$ cat src/usp_pkg.sv
// shared constants for the half-duplex serial port
package usp_pkg;
  // register indices and byte addresses (index times four)
  localparam logic [7:0]  USP_DATA_IDX  = 8'hd6;
  localparam logic [7:0]  USP_CTRL_IDX  = 8'hd7;
  localparam logic [11:0] USP_DATA_ADDR = {2'h0, USP_DATA_IDX, 2'h0};
  localparam logic [11:0] USP_CTRL_ADDR = {2'h0, USP_CTRL_IDX, 2'h0};
  // control register field positions
  localparam int USP_RECEIVE_READY_FLAG_BIT = 7;
  localparam int USP_TRANSMITTER_EMPTY_FLAG_BIT  = 6;
  localparam int USP_RECEIVE_IRQ_ENABLE_BIT = 5;
  localparam int USP_TRANSMIT_IRQ_ENABLE_BIT = 4;
  localparam int USP_BAUD_LSB  = 1;
  localparam int USP_NINTH_BIT = 0;
  // reset values
  localparam logic [2:0] USP_BAUD_RST  = 3'h0;
  localparam logic       USP_NINTH_RST = 1'b0;
  // internal clock divisors per baud code
  localparam logic [12:0] USP_DIV0 = 13'd6656;
  localparam logic [12:0] USP_DIV1 = 13'd3328;
  localparam logic [12:0] USP_DIV2 = 13'd1664;
  localparam logic [12:0] USP_DIV3 = 13'd832;
  localparam logic [12:0] USP_DIV4 = 13'd416;
  localparam logic [12:0] USP_DIV5 = 13'd256;
  localparam logic [12:0] USP_DIV6 = 13'd208;
  // states per bit, sample phases, character length
  localparam int         USP_OVERSAMPLE = 8;
  localparam logic [2:0] USP_PH_LAST    = 3'h7;
  localparam logic [2:0] USP_PH_S0      = 3'h3;
  localparam logic [2:0] USP_PH_S1      = 3'h4;
  localparam logic [2:0] USP_PH_S2      = 3'h5;
  localparam logic [3:0] USP_LAST_BIT   = 4'ha;
  localparam logic [3:0] USP_LAST_DATA  = 4'h9;
  // shared transmit/receive sequencer states, gray along idle-tx / idle-rx
  typedef enum logic [1:0] {
    USP_IDLE = 2'b00,
    USP_TX   = 2'b01,
    USP_RX   = 2'b10
  } usp_state_t;
endpackage

$ cat src/usp_tick_if.sv
// carrier for the oversampling tick and bit phase
`timescale 1ns/1ns
`default_nettype none
interface usp_tick_if;
  logic       tick;
  logic [2:0] phase;
  modport src (output tick, input phase);
  modport snk (input tick, input phase);
endinterface
`default_nettype wire

$ cat src/usp_baud_gen.sv
// baud divider giving a tick at eight times the bit rate
`timescale 1ns/1ns
`default_nettype none
module usp_baud_gen
  import usp_pkg::*;
(
  input  wire logic       sys_clk,
  input  wire logic       rstn,
  input  wire logic [2:0] baud_select,
  usp_tick_if.src         tk
);
  logic [9:0] cnt_r;
  logic [9:0] lim;
  logic       tick_r;

  // per-tick limit is the divisor over eight, minus one
  always_comb begin
    case (baud_select)
      3'h0:    lim = USP_DIV0[12:3] - 10'h1;
      3'h1:    lim = USP_DIV1[12:3] - 10'h1;
      3'h2:    lim = USP_DIV2[12:3] - 10'h1;
      3'h3:    lim = USP_DIV3[12:3] - 10'h1;
      3'h4:    lim = USP_DIV4[12:3] - 10'h1;
      3'h5:    lim = USP_DIV5[12:3] - 10'h1;
      3'h6:    lim = USP_DIV6[12:3] - 10'h1;
      default: lim = 10'h3ff; // reserved code: tick stalls
    endcase
  end

  // divisor from select, no latching so a change acts at once
  always_ff @(posedge sys_clk or negedge rstn) begin
    if (!rstn) begin
      cnt_r  <= 10'h0;
      tick_r <= 1'b0;
    end else if (baud_select == 3'h7) begin
      cnt_r  <= 10'h0;
      tick_r <= 1'b0;
    end else if (cnt_r >= lim) begin
      cnt_r  <= 10'h0;
      tick_r <= 1'b1;
    end else begin
      cnt_r  <= cnt_r + 10'h1;
      tick_r <= 1'b0;
    end
  end
  assign tk.tick = tick_r;
endmodule // usp_baud_gen
`default_nettype wire

$ cat src/usp_vote.sv
// three-sample majority voter for the receive line
`timescale 1ns/1ns
`default_nettype none
module usp_vote
  import usp_pkg::*;
(
  input  wire logic sys_clk,
  input  wire logic rstn,
  input  wire logic rx,
  usp_tick_if.snk   tk,
  output logic      vote
);
  logic [2:0] smp_r;

  // capture at three mid-bit phases; edges fall in the unsampled states
  always_ff @(posedge sys_clk or negedge rstn) begin
    if (!rstn) begin
      smp_r <= 3'h7;
    end else if (tk.tick) begin
      if (tk.phase == USP_PH_S0) smp_r[0] <= rx;
      if (tk.phase == USP_PH_S1) smp_r[1] <= rx;
      if (tk.phase == USP_PH_S2) smp_r[2] <= rx;
    end
  end

  assign vote = (smp_r[0] & smp_r[1]) | (smp_r[0] & smp_r[2]) | (smp_r[1] & smp_r[2]);
endmodule // usp_vote
`default_nettype wire

$ cat src/usp_serial_port.sv
// half-duplex nine-bit serial port with apb register access
`timescale 1ns/1ns
`default_nettype none
module usp_serial_port
  import usp_pkg::*;
#(
  parameter int ADDR_W = 12
) (
  input  wire logic              sys_clk,
  input  wire logic              rstn,
  input  wire logic              psel,
  input  wire logic              penable,
  input  wire logic              pwrite,
  input  wire logic [ADDR_W-1:0] paddr,
  input  wire logic [31:0]       pwdata,
  output logic      [31:0]       prdata,
  output logic                   pready,
  output logic                   pslverr,
  input  wire logic              rx_pin,
  input  wire logic              port_data,
  output logic                   serial_out_pin,
  output logic                   serial_output_select,
  output logic                   irq
);
  usp_tick_if tk ();

  usp_state_t  st_r;
  logic [2:0]  phase_r;
  logic [3:0]  bit_cnt_r;
  logic [10:0] tx_shift_r;
  logic [8:0]  rx_shift_r;
  logic [7:0]  rx_buf_r;
  logic        rx_s1_r;
  logic        rx_s2_r;
  logic        rx_d_r;
  logic        vote;
  logic        receive_ready_flag_r;
  logic        transmitter_empty_flag_r;
  logic        receive_irq_enable_r;
  logic        transmit_irq_enable_r;
  logic [2:0]  baud_select_r;
  logic        ninth_bit_r;
  logic        pready_r;
  logic        pslverr_r;
  logic [31:0] prdata_r;
  logic        pin_r;
  logic        irq_r;
  logic        acc;
  logic        wr_data;
  logic        wr_ctrl;
  logic        hit_data;
  logic        hit_ctrl;
  logic        bit_end;
  logic        tx_done;
  logic        rx_done;
  logic        rx_fall;

  // single internal clock drives divider and sequencer alike
  usp_baud_gen u_baud (
    .sys_clk     (sys_clk),
    .rstn        (rstn),
    .baud_select (baud_select_r),
    .tk          (tk)
  );

  usp_vote u_vote (
    .sys_clk (sys_clk),
    .rstn    (rstn),
    .rx      (rx_s2_r),
    .tk      (tk),
    .vote    (vote)
  );
  assign tk.phase = phase_r;

  // apb decode; completion is the access cycle with pready high
  // writes commit only on that cycle, so a stalled master never writes twice
  assign hit_data = (paddr == USP_DATA_ADDR[ADDR_W-1:0]);
  assign hit_ctrl = (paddr == USP_CTRL_ADDR[ADDR_W-1:0]);
  assign acc      = psel & penable & pready_r;
  assign wr_data  = acc & pwrite & hit_data;
  assign wr_ctrl  = acc & pwrite & hit_ctrl;

  // sequencer events
  // frame length is counted in bit ends, so a baud change alters the length of the bit in progress and all later bits
  assign bit_end = tk.tick & (phase_r == USP_PH_LAST);
  assign tx_done = (st_r == USP_TX) & bit_end & (bit_cnt_r == USP_LAST_BIT);
  assign rx_done = (st_r == USP_RX) & bit_end & (bit_cnt_r == USP_LAST_BIT);
  assign rx_fall = rx_d_r & ~rx_s2_r;

  // receive pin synchroniser plus one stage for edge detect
  // rx_s1_r feeds nothing but rx_s2_r, keeping metastability out of the voter
  always_ff @(posedge sys_clk or negedge rstn) begin
    if (!rstn) begin
      rx_s1_r <= 1'b1;
      rx_s2_r <= 1'b1;
      rx_d_r  <= 1'b1;
    end else begin
      rx_s1_r <= rx_pin;
      rx_s2_r <= rx_s1_r;
      rx_d_r  <= rx_s2_r;
    end
  end

  // one wait state, so read data can come from a flop
  always_ff @(posedge sys_clk or negedge rstn) begin
    if (!rstn) begin
      pready_r  <= 1'b0;
      pslverr_r <= 1'b0;
      prdata_r  <= 32'h0;
    end else begin
      pready_r  <= psel & penable & ~pready_r;
      pslverr_r <= psel & penable & ~pready_r & ~hit_data & ~hit_ctrl;
      if (psel & penable & ~pready_r & ~pwrite) begin
        // data read gives the receive buffer
        // control layout; bit 0 reads the ninth bit, last received or last written
        if (hit_data) begin
          prdata_r <= {24'h0, rx_buf_r};
        end else if (hit_ctrl) begin
          prdata_r <= {24'h0, receive_ready_flag_r, transmitter_empty_flag_r,
                       receive_irq_enable_r, transmit_irq_enable_r,
                       baud_select_r, ninth_bit_r};
        end else begin
          prdata_r <= 32'h0;
        end
      end else begin
        prdata_r <= 32'h0;
      end
    end
  end

  // control bits written by software
  // baud field goes straight to the divider, mid-character too
  // no latching of the code: software must keep it still during a frame
  always_ff @(posedge sys_clk or negedge rstn) begin
    if (!rstn) begin
      receive_irq_enable_r  <= 1'b0;
      transmit_irq_enable_r <= 1'b0;
      baud_select_r         <= USP_BAUD_RST;
    end else if (wr_ctrl) begin
      receive_irq_enable_r  <= pwdata[USP_RECEIVE_IRQ_ENABLE_BIT];
      transmit_irq_enable_r <= pwdata[USP_TRANSMIT_IRQ_ENABLE_BIT];
      baud_select_r         <= pwdata[USP_BAUD_LSB +: 3];
    end
  end

  // empty flag: hardware set wins over any clear
  // a data write meeting the end of a frame still leaves the flag set
  always_ff @(posedge sys_clk or negedge rstn) begin
    if (!rstn) begin
      transmitter_empty_flag_r <= 1'b0;
    end else if (tx_done) begin
      transmitter_empty_flag_r <= 1'b1;
    end else if (wr_data) begin
      transmitter_empty_flag_r <= 1'b0;
    end else if (wr_ctrl) begin
      transmitter_empty_flag_r <= pwdata[USP_TRANSMITTER_EMPTY_FLAG_BIT];
    end
  end

  // ready flag: zero write clears, one write sets, arrival wins
  always_ff @(posedge sys_clk or negedge rstn) begin
    if (!rstn) begin
      receive_ready_flag_r <= 1'b0;
    end else if (rx_done) begin
      receive_ready_flag_r <= 1'b1;
    end else if (wr_ctrl) begin
      receive_ready_flag_r <= pwdata[USP_RECEIVE_READY_FLAG_BIT];
    end
  end

  // ninth bit holds until rewritten or a character arrives
  always_ff @(posedge sys_clk or negedge rstn) begin
    if (!rstn) begin
      ninth_bit_r <= USP_NINTH_RST;
    end else if (rx_done) begin
      ninth_bit_r <= rx_shift_r[8];
    end else if (wr_ctrl) begin
      ninth_bit_r <= pwdata[USP_NINTH_BIT];
    end
  end

  // buffer is loaded only at character end, so the shifter stays free
  // transfer after the stop bit time
  // only eight bits kept here; the ninth goes to the control register
  always_ff @(posedge sys_clk or negedge rstn) begin
    if (!rstn) begin
      rx_buf_r <= 8'h0;
    end else if (rx_done) begin
      rx_buf_r <= rx_shift_r[7:0];
    end
  end

  // shared sequencer: one bit counter and phase serve both directions
  // reset drops any frame and returns to idle
  always_ff @(posedge sys_clk or negedge rstn) begin
    if (!rstn) begin
      st_r       <= USP_IDLE;
      phase_r    <= 3'h0;
      bit_cnt_r  <= 4'h0;
      tx_shift_r <= 11'h7ff;
      rx_shift_r <= 9'h0;
    end else if (wr_data) begin
      // frame built as stop, ninth, data lsb first, start
      st_r       <= USP_TX;
      phase_r    <= 3'h0;
      bit_cnt_r  <= 4'h0;
      tx_shift_r <= {1'b1, ninth_bit_r, pwdata[7:0], 1'b0};
    end else begin
      case (st_r)
        USP_IDLE: begin
          // watch for a falling edge only while not transmitting
          // edge detector runs during tx too, so a line left low is no edge
          if (rx_fall) begin
            st_r      <= USP_RX;
            phase_r   <= 3'h0;
            bit_cnt_r <= 4'h0;
          end
        end
        USP_TX: begin
          if (tk.tick) phase_r <= phase_r + 3'h1;
          if (bit_end) begin
            // after the stop bit the pin goes back to port control
            if (bit_cnt_r == USP_LAST_BIT) begin
              st_r <= USP_IDLE;
            end else begin
              bit_cnt_r  <= bit_cnt_r + 4'h1;
              tx_shift_r <= {1'b1, tx_shift_r[10:1]};
            end
          end
        end
        USP_RX: begin
          if (tk.tick) phase_r <= phase_r + 3'h1;
          if (bit_end) begin
            // bit 0 is the start bit, skipped
            // voted value shifted in lsb first
            if (bit_cnt_r != 4'h0 && bit_cnt_r <= USP_LAST_DATA) begin
              rx_shift_r <= {vote, rx_shift_r[8:1]};
            end
            if (bit_cnt_r == USP_LAST_BIT) begin
              st_r <= USP_IDLE;
            end else begin
              bit_cnt_r <= bit_cnt_r + 4'h1;
            end
          end
        end
        default: st_r <= USP_IDLE;
      endcase
    end
  end

  // shifter bit goes out inverted
  // limitation: outside a frame the pin is raw port data, not inverted
  // port data passes through when the serial path is off
  always_ff @(posedge sys_clk or negedge rstn) begin
    if (!rstn) begin
      pin_r <= 1'b0;
    end else if (st_r == USP_TX) begin
      pin_r <= ~tx_shift_r[0];
    end else begin
      pin_r <= port_data;
    end
  end

  // each source gated by its own enable
  // registered so the level cannot glitch while flags and enables settle
  always_ff @(posedge sys_clk or negedge rstn) begin
    if (!rstn) begin
      irq_r <= 1'b0;
    end else begin
      irq_r <= (transmitter_empty_flag_r & transmit_irq_enable_r) |
               (receive_ready_flag_r & receive_irq_enable_r);
    end
  end

  assign prdata               = prdata_r;
  assign pready               = pready_r;
  assign pslverr              = pslverr_r;
  assign serial_out_pin       = pin_r;
  // tx is the only state with bit 0 set, so select is a bare state flop bit
  assign serial_output_select = st_r[0];
  assign irq                  = irq_r;
endmodule // usp_serial_port
`default_nettype wire

$ cat config.mk
export PLATFORM = sky130hd
export DESIGN_NAME = usp_serial_port
export DESIGN_NICKNAME = d
export VERILOG_FILES = /design/src/usp_pkg.sv /design/src/usp_tick_if.sv /design/src/usp_baud_gen.sv /design/src/usp_vote.sv /design/src/usp_serial_port.sv
export SDC_FILE = /design/constraint.sdc
export NUM_CORES = 1
export LEC_CHECK = 0
export ABC_AREA = 1
export BUFFER_PORTS_ARGS = -buffer_cell sky130_fd_sc_hd__buf_4
export CAP_MARGIN = 20
export CORE_UTILIZATION = 30
export CTS_CLUSTER_SIZE = 12
export DETAILED_ROUTE_END_ITERATION = 8
export MAX_ROUTING_LAYER = met4
export PLACE_DENSITY = 0.5
export SETUP_SLACK_MARGIN = 0.3
export SLEW_MARGIN = 30
export SYNTH_ARGS = -nofsm -noshare
export SYNTH_HDL_FRONTEND = slang
export SYNTH_SLANG_ARGS = --single-unit
$ cat constraint.sdc
create_clock -name sys_clk -period 4.1 [get_ports sys_clk]
set_input_delay 0.41 -clock sys_clk [delete_from_list [all_inputs] [get_ports sys_clk]]
set_output_delay 0.41 -clock sys_clk [all_outputs]
set_load 0.03 [all_outputs]
==> metrics.txt, run 1 <==
Vias 3006; Port Buffers 39; worst min path class in2async; starting density of the core 31.0%; # rows 41; DRT Pass-1 Iters 6; worst vdd ir 0.000239 V; Die Span Y 117 um; Layout Cells excl Fill 700; cell area after synthesis 3950 sq um; Post-Synth Simple-Gate Area 24.7%; Crit Path Category reg2reg; GRT Util Overall 14.1%; final-report max-slew violation count 0; Worst R2R Start baud_select_r[2]; Yosys cell types 31; Skew-Pair Late Insertion Delay 0.34 ns; hpwl dp 5960 um; clock sink count 73; crit path buf inv count 3; RSZ-0062 raised after global routing false; Fill cells 1349; final setup fails 0; first-pass GRT wire length 13900 um; required time worst endpoint 4.35 ns; vias in the first global route 2853; nets 596; Hold Vio Cnt, Final 0; cell chain of the critical path inv_1 > nor2_1 > inv_1 > o21ai_0 > o21ai_0 > ha_1 > nand2_1 > inv_1 > nor2_1 > o21a_1 > nand4_1 > nor3_1; Final GP Congestion 0.769; final worst-path cycle share 62.4%; DRC Markers 0; DR iter-0 viols 131; #FFs+latches synth 73; CP startpoint kind flip-flop; post-synthesis mux area share 0.253%; hold_buf cts 0; highest net fanout along the worst path 9; CP Depth 12; num ports 88; CTS max path bufs 2; Worst-path clk slew 0.06 ns; CP max stage cell dfrtp_1; syn avg cell area 8.23 sq um; worst slew pin tran 0.675 ns; die area 13600 sq um; Leak 2.36 nW; synthesis-to-layout area growth 18.3%; CTS tree yes; total negative setup slack 0 ns; Critical Path AT 2.81 ns; R2R cell count 12; Rel. slew slack 55.0%; CTS-repair resized insts 0; drt total wl 8260 um; vias per cell 4.29; worst r2r dst u_baud.cnt_r[2]; clock skew 0.00591 ns; reg-to-reg setup timing slack 1.54 ns; Routed Antenna Nets 0; core area 12700 sq um; most used cell, CP inv_1; yosys warns 0; CTS buffer count 9; Synth Area in XOR/XNOR 1.33%; post-route minimum period 2.56 ns; Seq/Total Area, Yosys 46.8%; pwr/cell area 435 nW/um^2; Placed Cells 684; slowest stage delay, CP 0.43 ns; status finished, final reports clean; Post-CTS Setup Inserts 0; initial antenna violation count 0; final global-route overflow total 0; Critical Path End u_baud.cnt_r[2]; Max-Cap Viols 0; Adder-Cell Fraction of Synth Area 7.22%; Synth Area in Compound Gates 7.98%; CTS H-Tree Depth 3; CP Capture Type flip-flop; Final Power 2.03 mW; largest net degree at the start of global routing 74; Cells after Synth 480; average wire per standard cell 11.8 um; layout cells sized above 1 16.7%; CP top delay family simple AND/OR/NAND/NOR gates; crit path from baud_select_r[2]; fmax 391 MHz; largest family of logic cells by synthesized area simple AND/OR/NAND/NOR gates; CTS Root Cell clkbuf_16; DIE WIDTH 117 um; Inserted Diodes 0
-- cell usage in the layout, fill, tap and decap left out --
cell type / instances
a21oi_1: 22
a31oi_1: 2
and3_1: 1
buf_4: 38
buf_6: 1
bufinv_16: 3
clkbuf_1: 1
clkbuf_16: 9
clkbuf_8: 1
clkinv_1: 1
clkinv_2: 1
clkinvlp_4: 1
conb_1: 24
dfrtp_1: 57
dfstp_2: 16
ha_1: 22
inv_1: 54
inv_2: 8
maj3_1: 1
mux2i_1: 1
nand2_1: 131
nand2_2: 2
nand3_1: 27
nand3_2: 4
nand3_4: 1
nand4_1: 10
nor2_1: 39
nor2_4: 3
nor3_1: 5
o211ai_1: 6
o21a_1: 1
o21ai_0: 11
o21ai_1: 17
or2_1: 1
xnor2_1: 2
xor2_1: 4
-- flip-flops by register name, indices dropped and copies added, names as in the netlist, 2 cells and up --
signal,count
tx_shift_r,10
u_baud.cnt_r,10
rx_shift_r,9
prdata,8
rx_buf_r,8
bit_cnt_r,4
baud_select_r,3
phase_r,3
u_vote.smp_r,3
st_r,2
-- routing by layer --
layer,GRT usage [%],share of wire (%),vias up,routed length [um]
li1,-,-,1569,-
met1,18.8,52,1370,4330
met2,20.2,43,57,3510
met3,2.80,3.3,10,275
met4,7.34,1.7,0,138
met5,-,0,-,0
-- how the worst min path moves through the flow --
stage                       start               end  slack, ns  cells after the start
final                        rstn   u_baud.cnt_r[0]       0.08                      1
after global routing         rstn   u_baud.cnt_r[0]       0.16                      1
after CTS                  rx_pin           rx_s1_r       0.16                      1
after detailed placement  rx_s1_r           rx_s2_r       0.35                      0
after global placement    rx_s1_r           rx_s2_r       0.35                      0
after floorplan              rstn  baud_select_r[0]       0.11                      0
-- metrics by stage --
| step | hold slack [ns] | utilization, % | cell area (sq um) | worst slack, ns |
|---|---|---|---|---|
| 2_1_floorplan | 0.114 | - | 4040 | 2.04 |
| 3_3_place_gp | 0.347 | 34.0 | 4320 | 1.60 |
| 5_1_grt | 0.158 | 36.7 | 4670 | 1.10 |
| 4_1_cts | 0.165 | 36.7 | 4670 | 1.48 |
| 6_report | 0.0828 | 36.7 | 4670 | 1.54 |
| 3_5_place_dp | 0.349 | 34.0 | 4320 | 1.51 |
-- power breakdown --
group          internal, mW  switching (mW)  leakage (nW)  total (mW)
clock network         0.610           0.303         0.166       0.912
logic                 0.111           0.214          1.30       0.324
registers             0.755          0.0414         0.894       0.797
-- cell usage after synthesis --
cell type	number	area (sq um)
nand4_1	10	62.6
ha_1	22	275
a21oi_1	22	110
o21ai_0	11	55.1
xnor2_1	2	17.5
dfrtp_1	57	1430
buf_2	3	15.0
inv_1	54	203
dfstp_2	16	420
buf_4	26	195
nand3_4	1	17.5
maj3_1	1	10.0
clkinv_1	1	3.75
nand2_1	131	492
o21ai_1	17	85.1
a31oi_1	2	12.5
nand2_2	2	12.5
o211ai_1	6	45.0
and3_1	1	6.26
xor2_1	4	35.0
buf_6	1	11.3
or2_1	1	6.26
nand3_2	4	40.0
nand3_1	27	135
conb_1	1	3.75
nor2_4	3	33.8
nor2_1	39	146
o21a_1	1	7.51
nor3_1	5	25.0
inv_2	8	30.0
mux2i_1	1	10.0
-- logic make-up (layout without fill, tap and decap cells) --
logic type | Yosys count | in the layout
AND/OR/NAND/NOR | 224 | 224
buffers and inverters | 93 | 118
flip-flops | 73 | 73
AO/OA/AOI/OAI | 59 | 59
adder cells (fa/ha/maj) | 23 | 23
XOR/XNOR | 6 | 6
other | 1 | 24
multiplexers | 1 | 1
-- worst register-to-register path, cell delays in order (launching register included) --
cell	delay [ns]
dfrtp_1	0.43
inv_1	0.12
nor2_1	0.29
inv_1	0.11
o21ai_0	0.12
o21ai_0	0.14
ha_1	0.31
nand2_1	0.07
inv_1	0.03
nor2_1	0.08
o21a_1	0.15
nand4_1	0.35
nor3_1	0.26
-- layout make-up --
class / count / area (sq um) / area share [%]
Clock buffer: 11 / 243 / 5.20
Clock inverter: 5 / 103 / 2.20
Inverter: 63 / 236 / 5.06
Multi-Input combinational cell: 337 / 1730 / 37.0
Sequential cell: 73 / 1850 / 39.5
Tap cell: 172 / 215 / 4.61
Timing Repair Buffer: 39 / 297 / 6.35
No activity file was read; power rests on OpenSTA's default activity.
==> inputs of run 2 (changes only) <==
PLACE_DENSITY = 0.52   (was 0.5)
clock period = 2.3 ns   (was 4.1 ns; I/O delays follow)
==> metrics.txt, run 2 (synthesis gave the netlist of run 1 again) <==
Fill cells 1361 (+0.89%); worst min path class in2reg; CTS tree yes; clock sink count 73 (unchanged); Hold Vio Cnt, Final 0 (unchanged); Critical Path AT 2.16 ns (-0.65 ns); initial antenna violation count 0 (unchanged); vias in the first global route 3049 (+6.9%); pwr/cell area 710 nW/um^2 (+63%); clock skew 0.00736 ns (+0.00146 ns); synthesis-to-layout area growth 20.6%; post-route minimum period 1.91 ns (-0.651 ns); Max-Cap Viols 0 (unchanged); Routed Antenna Nets 0 (unchanged); average wire per standard cell 11.8 um (+0.37%); vias per cell 4.41 (+2.6%); drt total wl 8480 um (+2.7%); worst slew pin tran 0.650 ns (-0.0244 ns); starting density of the core 31.0% (unchanged); post-route cell area 4760 sq um (+1.9%); worst vdd ir 0.000357 V (+49%); CTS Root Cell clkbuf_16; gr busiest metal met2; commonest non-fill, non-tap cell in the layout nand2_1; Inserted Diodes 0 (unchanged); R2R cell count 13 (+1); DRT Pass-1 Iters 4 (-2); Rel. slew slack 56.7% (+1.6 points); fmax 524 MHz (+34%); Skew-Pair Late Insertion Delay 0.34 ns (about the same); num ports 88 (unchanged); final worst-path cycle share 82.9% (+21 points); RSZ-0062 raised after global routing true; dpl cell area 4380 sq um (+1.4%); highest net fanout along the worst path 9 (unchanged); GR Util met1 19.1% (+0.33 points); Final GP Congestion 0.835 (+8.6%); met3 usage 2.34% (-0.47 points); layout cells sized above 1 20.2% (+3.6 points); nets 612 (+2.7%); Largest regs tx_shift_r: 10 flops, u_baud.cnt_r: 10 flops, rx_shift_r: 9 flops; Die Span Y 117 um (unchanged); hpwl dp 6360 um (+6.7%); core area 12700 sq um (unchanged); DRC Markers 0 (unchanged); die area 13600 sq um (unchanged); DIE WIDTH 117 um (unchanged); total negative setup slack 0 ns (unchanged); final setup fails 0 (unchanged); status finished, final reports clean; CTS buffer count 9 (unchanged); Port Buffers 39 (unchanged); DR iter-0 viols 173 (+32%); largest net degree at the start of global routing 50 (-32%); first-pass GRT wire length 14600 um (+4.9%); Worst Hold Path Cells 3; # rows 41 (unchanged); CTS max path bufs 2 (unchanged); Finished Core Util 37.4% (+0.71 points); Vias 3154 (+4.9%); final-report max-slew violation count 0 (unchanged); GRT Util Overall 14.5% (+0.37 points); Worst-path clk slew 0.06 ns (about the same); required time worst endpoint 2.55 ns (-1.80 ns); Leak 2.40 nW (+1.7%); met2 usage 21.4% (+1.2 points); CTS H-Tree Depth 3 (unchanged); CP Capture Type flip-flop; Crit Path Category reg2reg; Final Power 3.38 mW (+66%); CP startpoint kind flip-flop; most frequent cells in the layout 130 x nand2_1, 57 x dfrtp_1, 52 x buf_4; final global-route overflow total 0 (unchanged)
==> run 2: changes by cell type in the layout (fill, tap and decap cells not counted), sizes merged <==
cell / delta
clkinv: +2
buf: +14
bufinv: -2
dlygate4sd3: +2
==> run 2: through the flow <==
stage	hold WS (ns)	cells	setup WS, ns
floorplan	-0.0656	503	0.307
global placement	0.288	692	0.269
detailed placement	0.302	692	0.214
CTS	0.109	714	0.301
global route	0.125	716	0.216
finish	0.118	716	0.392
==> run 2: final timing paths <==
path / start / slack, ns / endpoint
max: baud_select_r[1] / 0.39 / u_baud.cnt_r[2]
min: port_data / 0.12 / serial_out_pin
max reg2reg: baud_select_r[1] / 0.39 / u_baud.cnt_r[2]
min reg2reg: rx_s1_r / 0.36 / rx_s2_r
max in group asynchronous: rstn / 1.15 / tx_shift_r[1]
min in group asynchronous: rstn / 0.45 / u_baud.cnt_r[0]
==> run 2: where the power goes <==
part | switching, mW | total (mW) | internal, mW | leakage [nW]
Combinational | 0.386 | 0.593 | 0.207 | 1.37
Sequential | 0.0700 | 1.42 | 1.35 | 0.894
Clock | 0.530 | 1.37 | 0.838 | 0.139
Total | 0.987 | 3.38 | 2.39 | 2.40
==> run 2: final cells by class <==
class	instances	area, sq um	area share (%)
Tap cell	172	215	4.52
Inverter	63	236	4.97
Timing Repair Buffer	55	422	8.86
Clock buffer	11	233	4.89
Multi-Input combinational cell	337	1750	36.8
Clock inverter	5	56.3	1.18
Sequential cell	73	1850	38.8
==> run 2: worst max-delay path, stage by stage (launching register included) <==
cell,delay [ns]
dfrtp_1,0.42
nand2_2,0.09
nor2_2,0.10
inv_1,0.08
o21ai_2,0.07
o21ai_1,0.08
ha_1,0.29
nand2_1,0.07
inv_1,0.03
nor2_1,0.09
o21a_1,0.14
nand4_1,0.09
buf_6,0.16
nor3_1,0.12
==> run 2: per-layer routing <==
| layer | routed length, um | up-vias |
|---|---|---|
| li1 | - | 1606 |
| met1 | 4330 | 1483 |
| met2 | 3750 | 51 |
| met3 | 229 | 14 |
| met4 | 173 | 0 |
| met5 | 0 | - |
==> run 2: repair_timing <==
action | 4_1_cts | 5_1_grt
gates resized for setup | 1 | 12
endpoints found under the setup margin | 9 | 12
hold buffers | 2 | 0
pin swaps | 0 | 2
buffers inserted | 4 | 2
hold endpoints to repair | 33 | 0
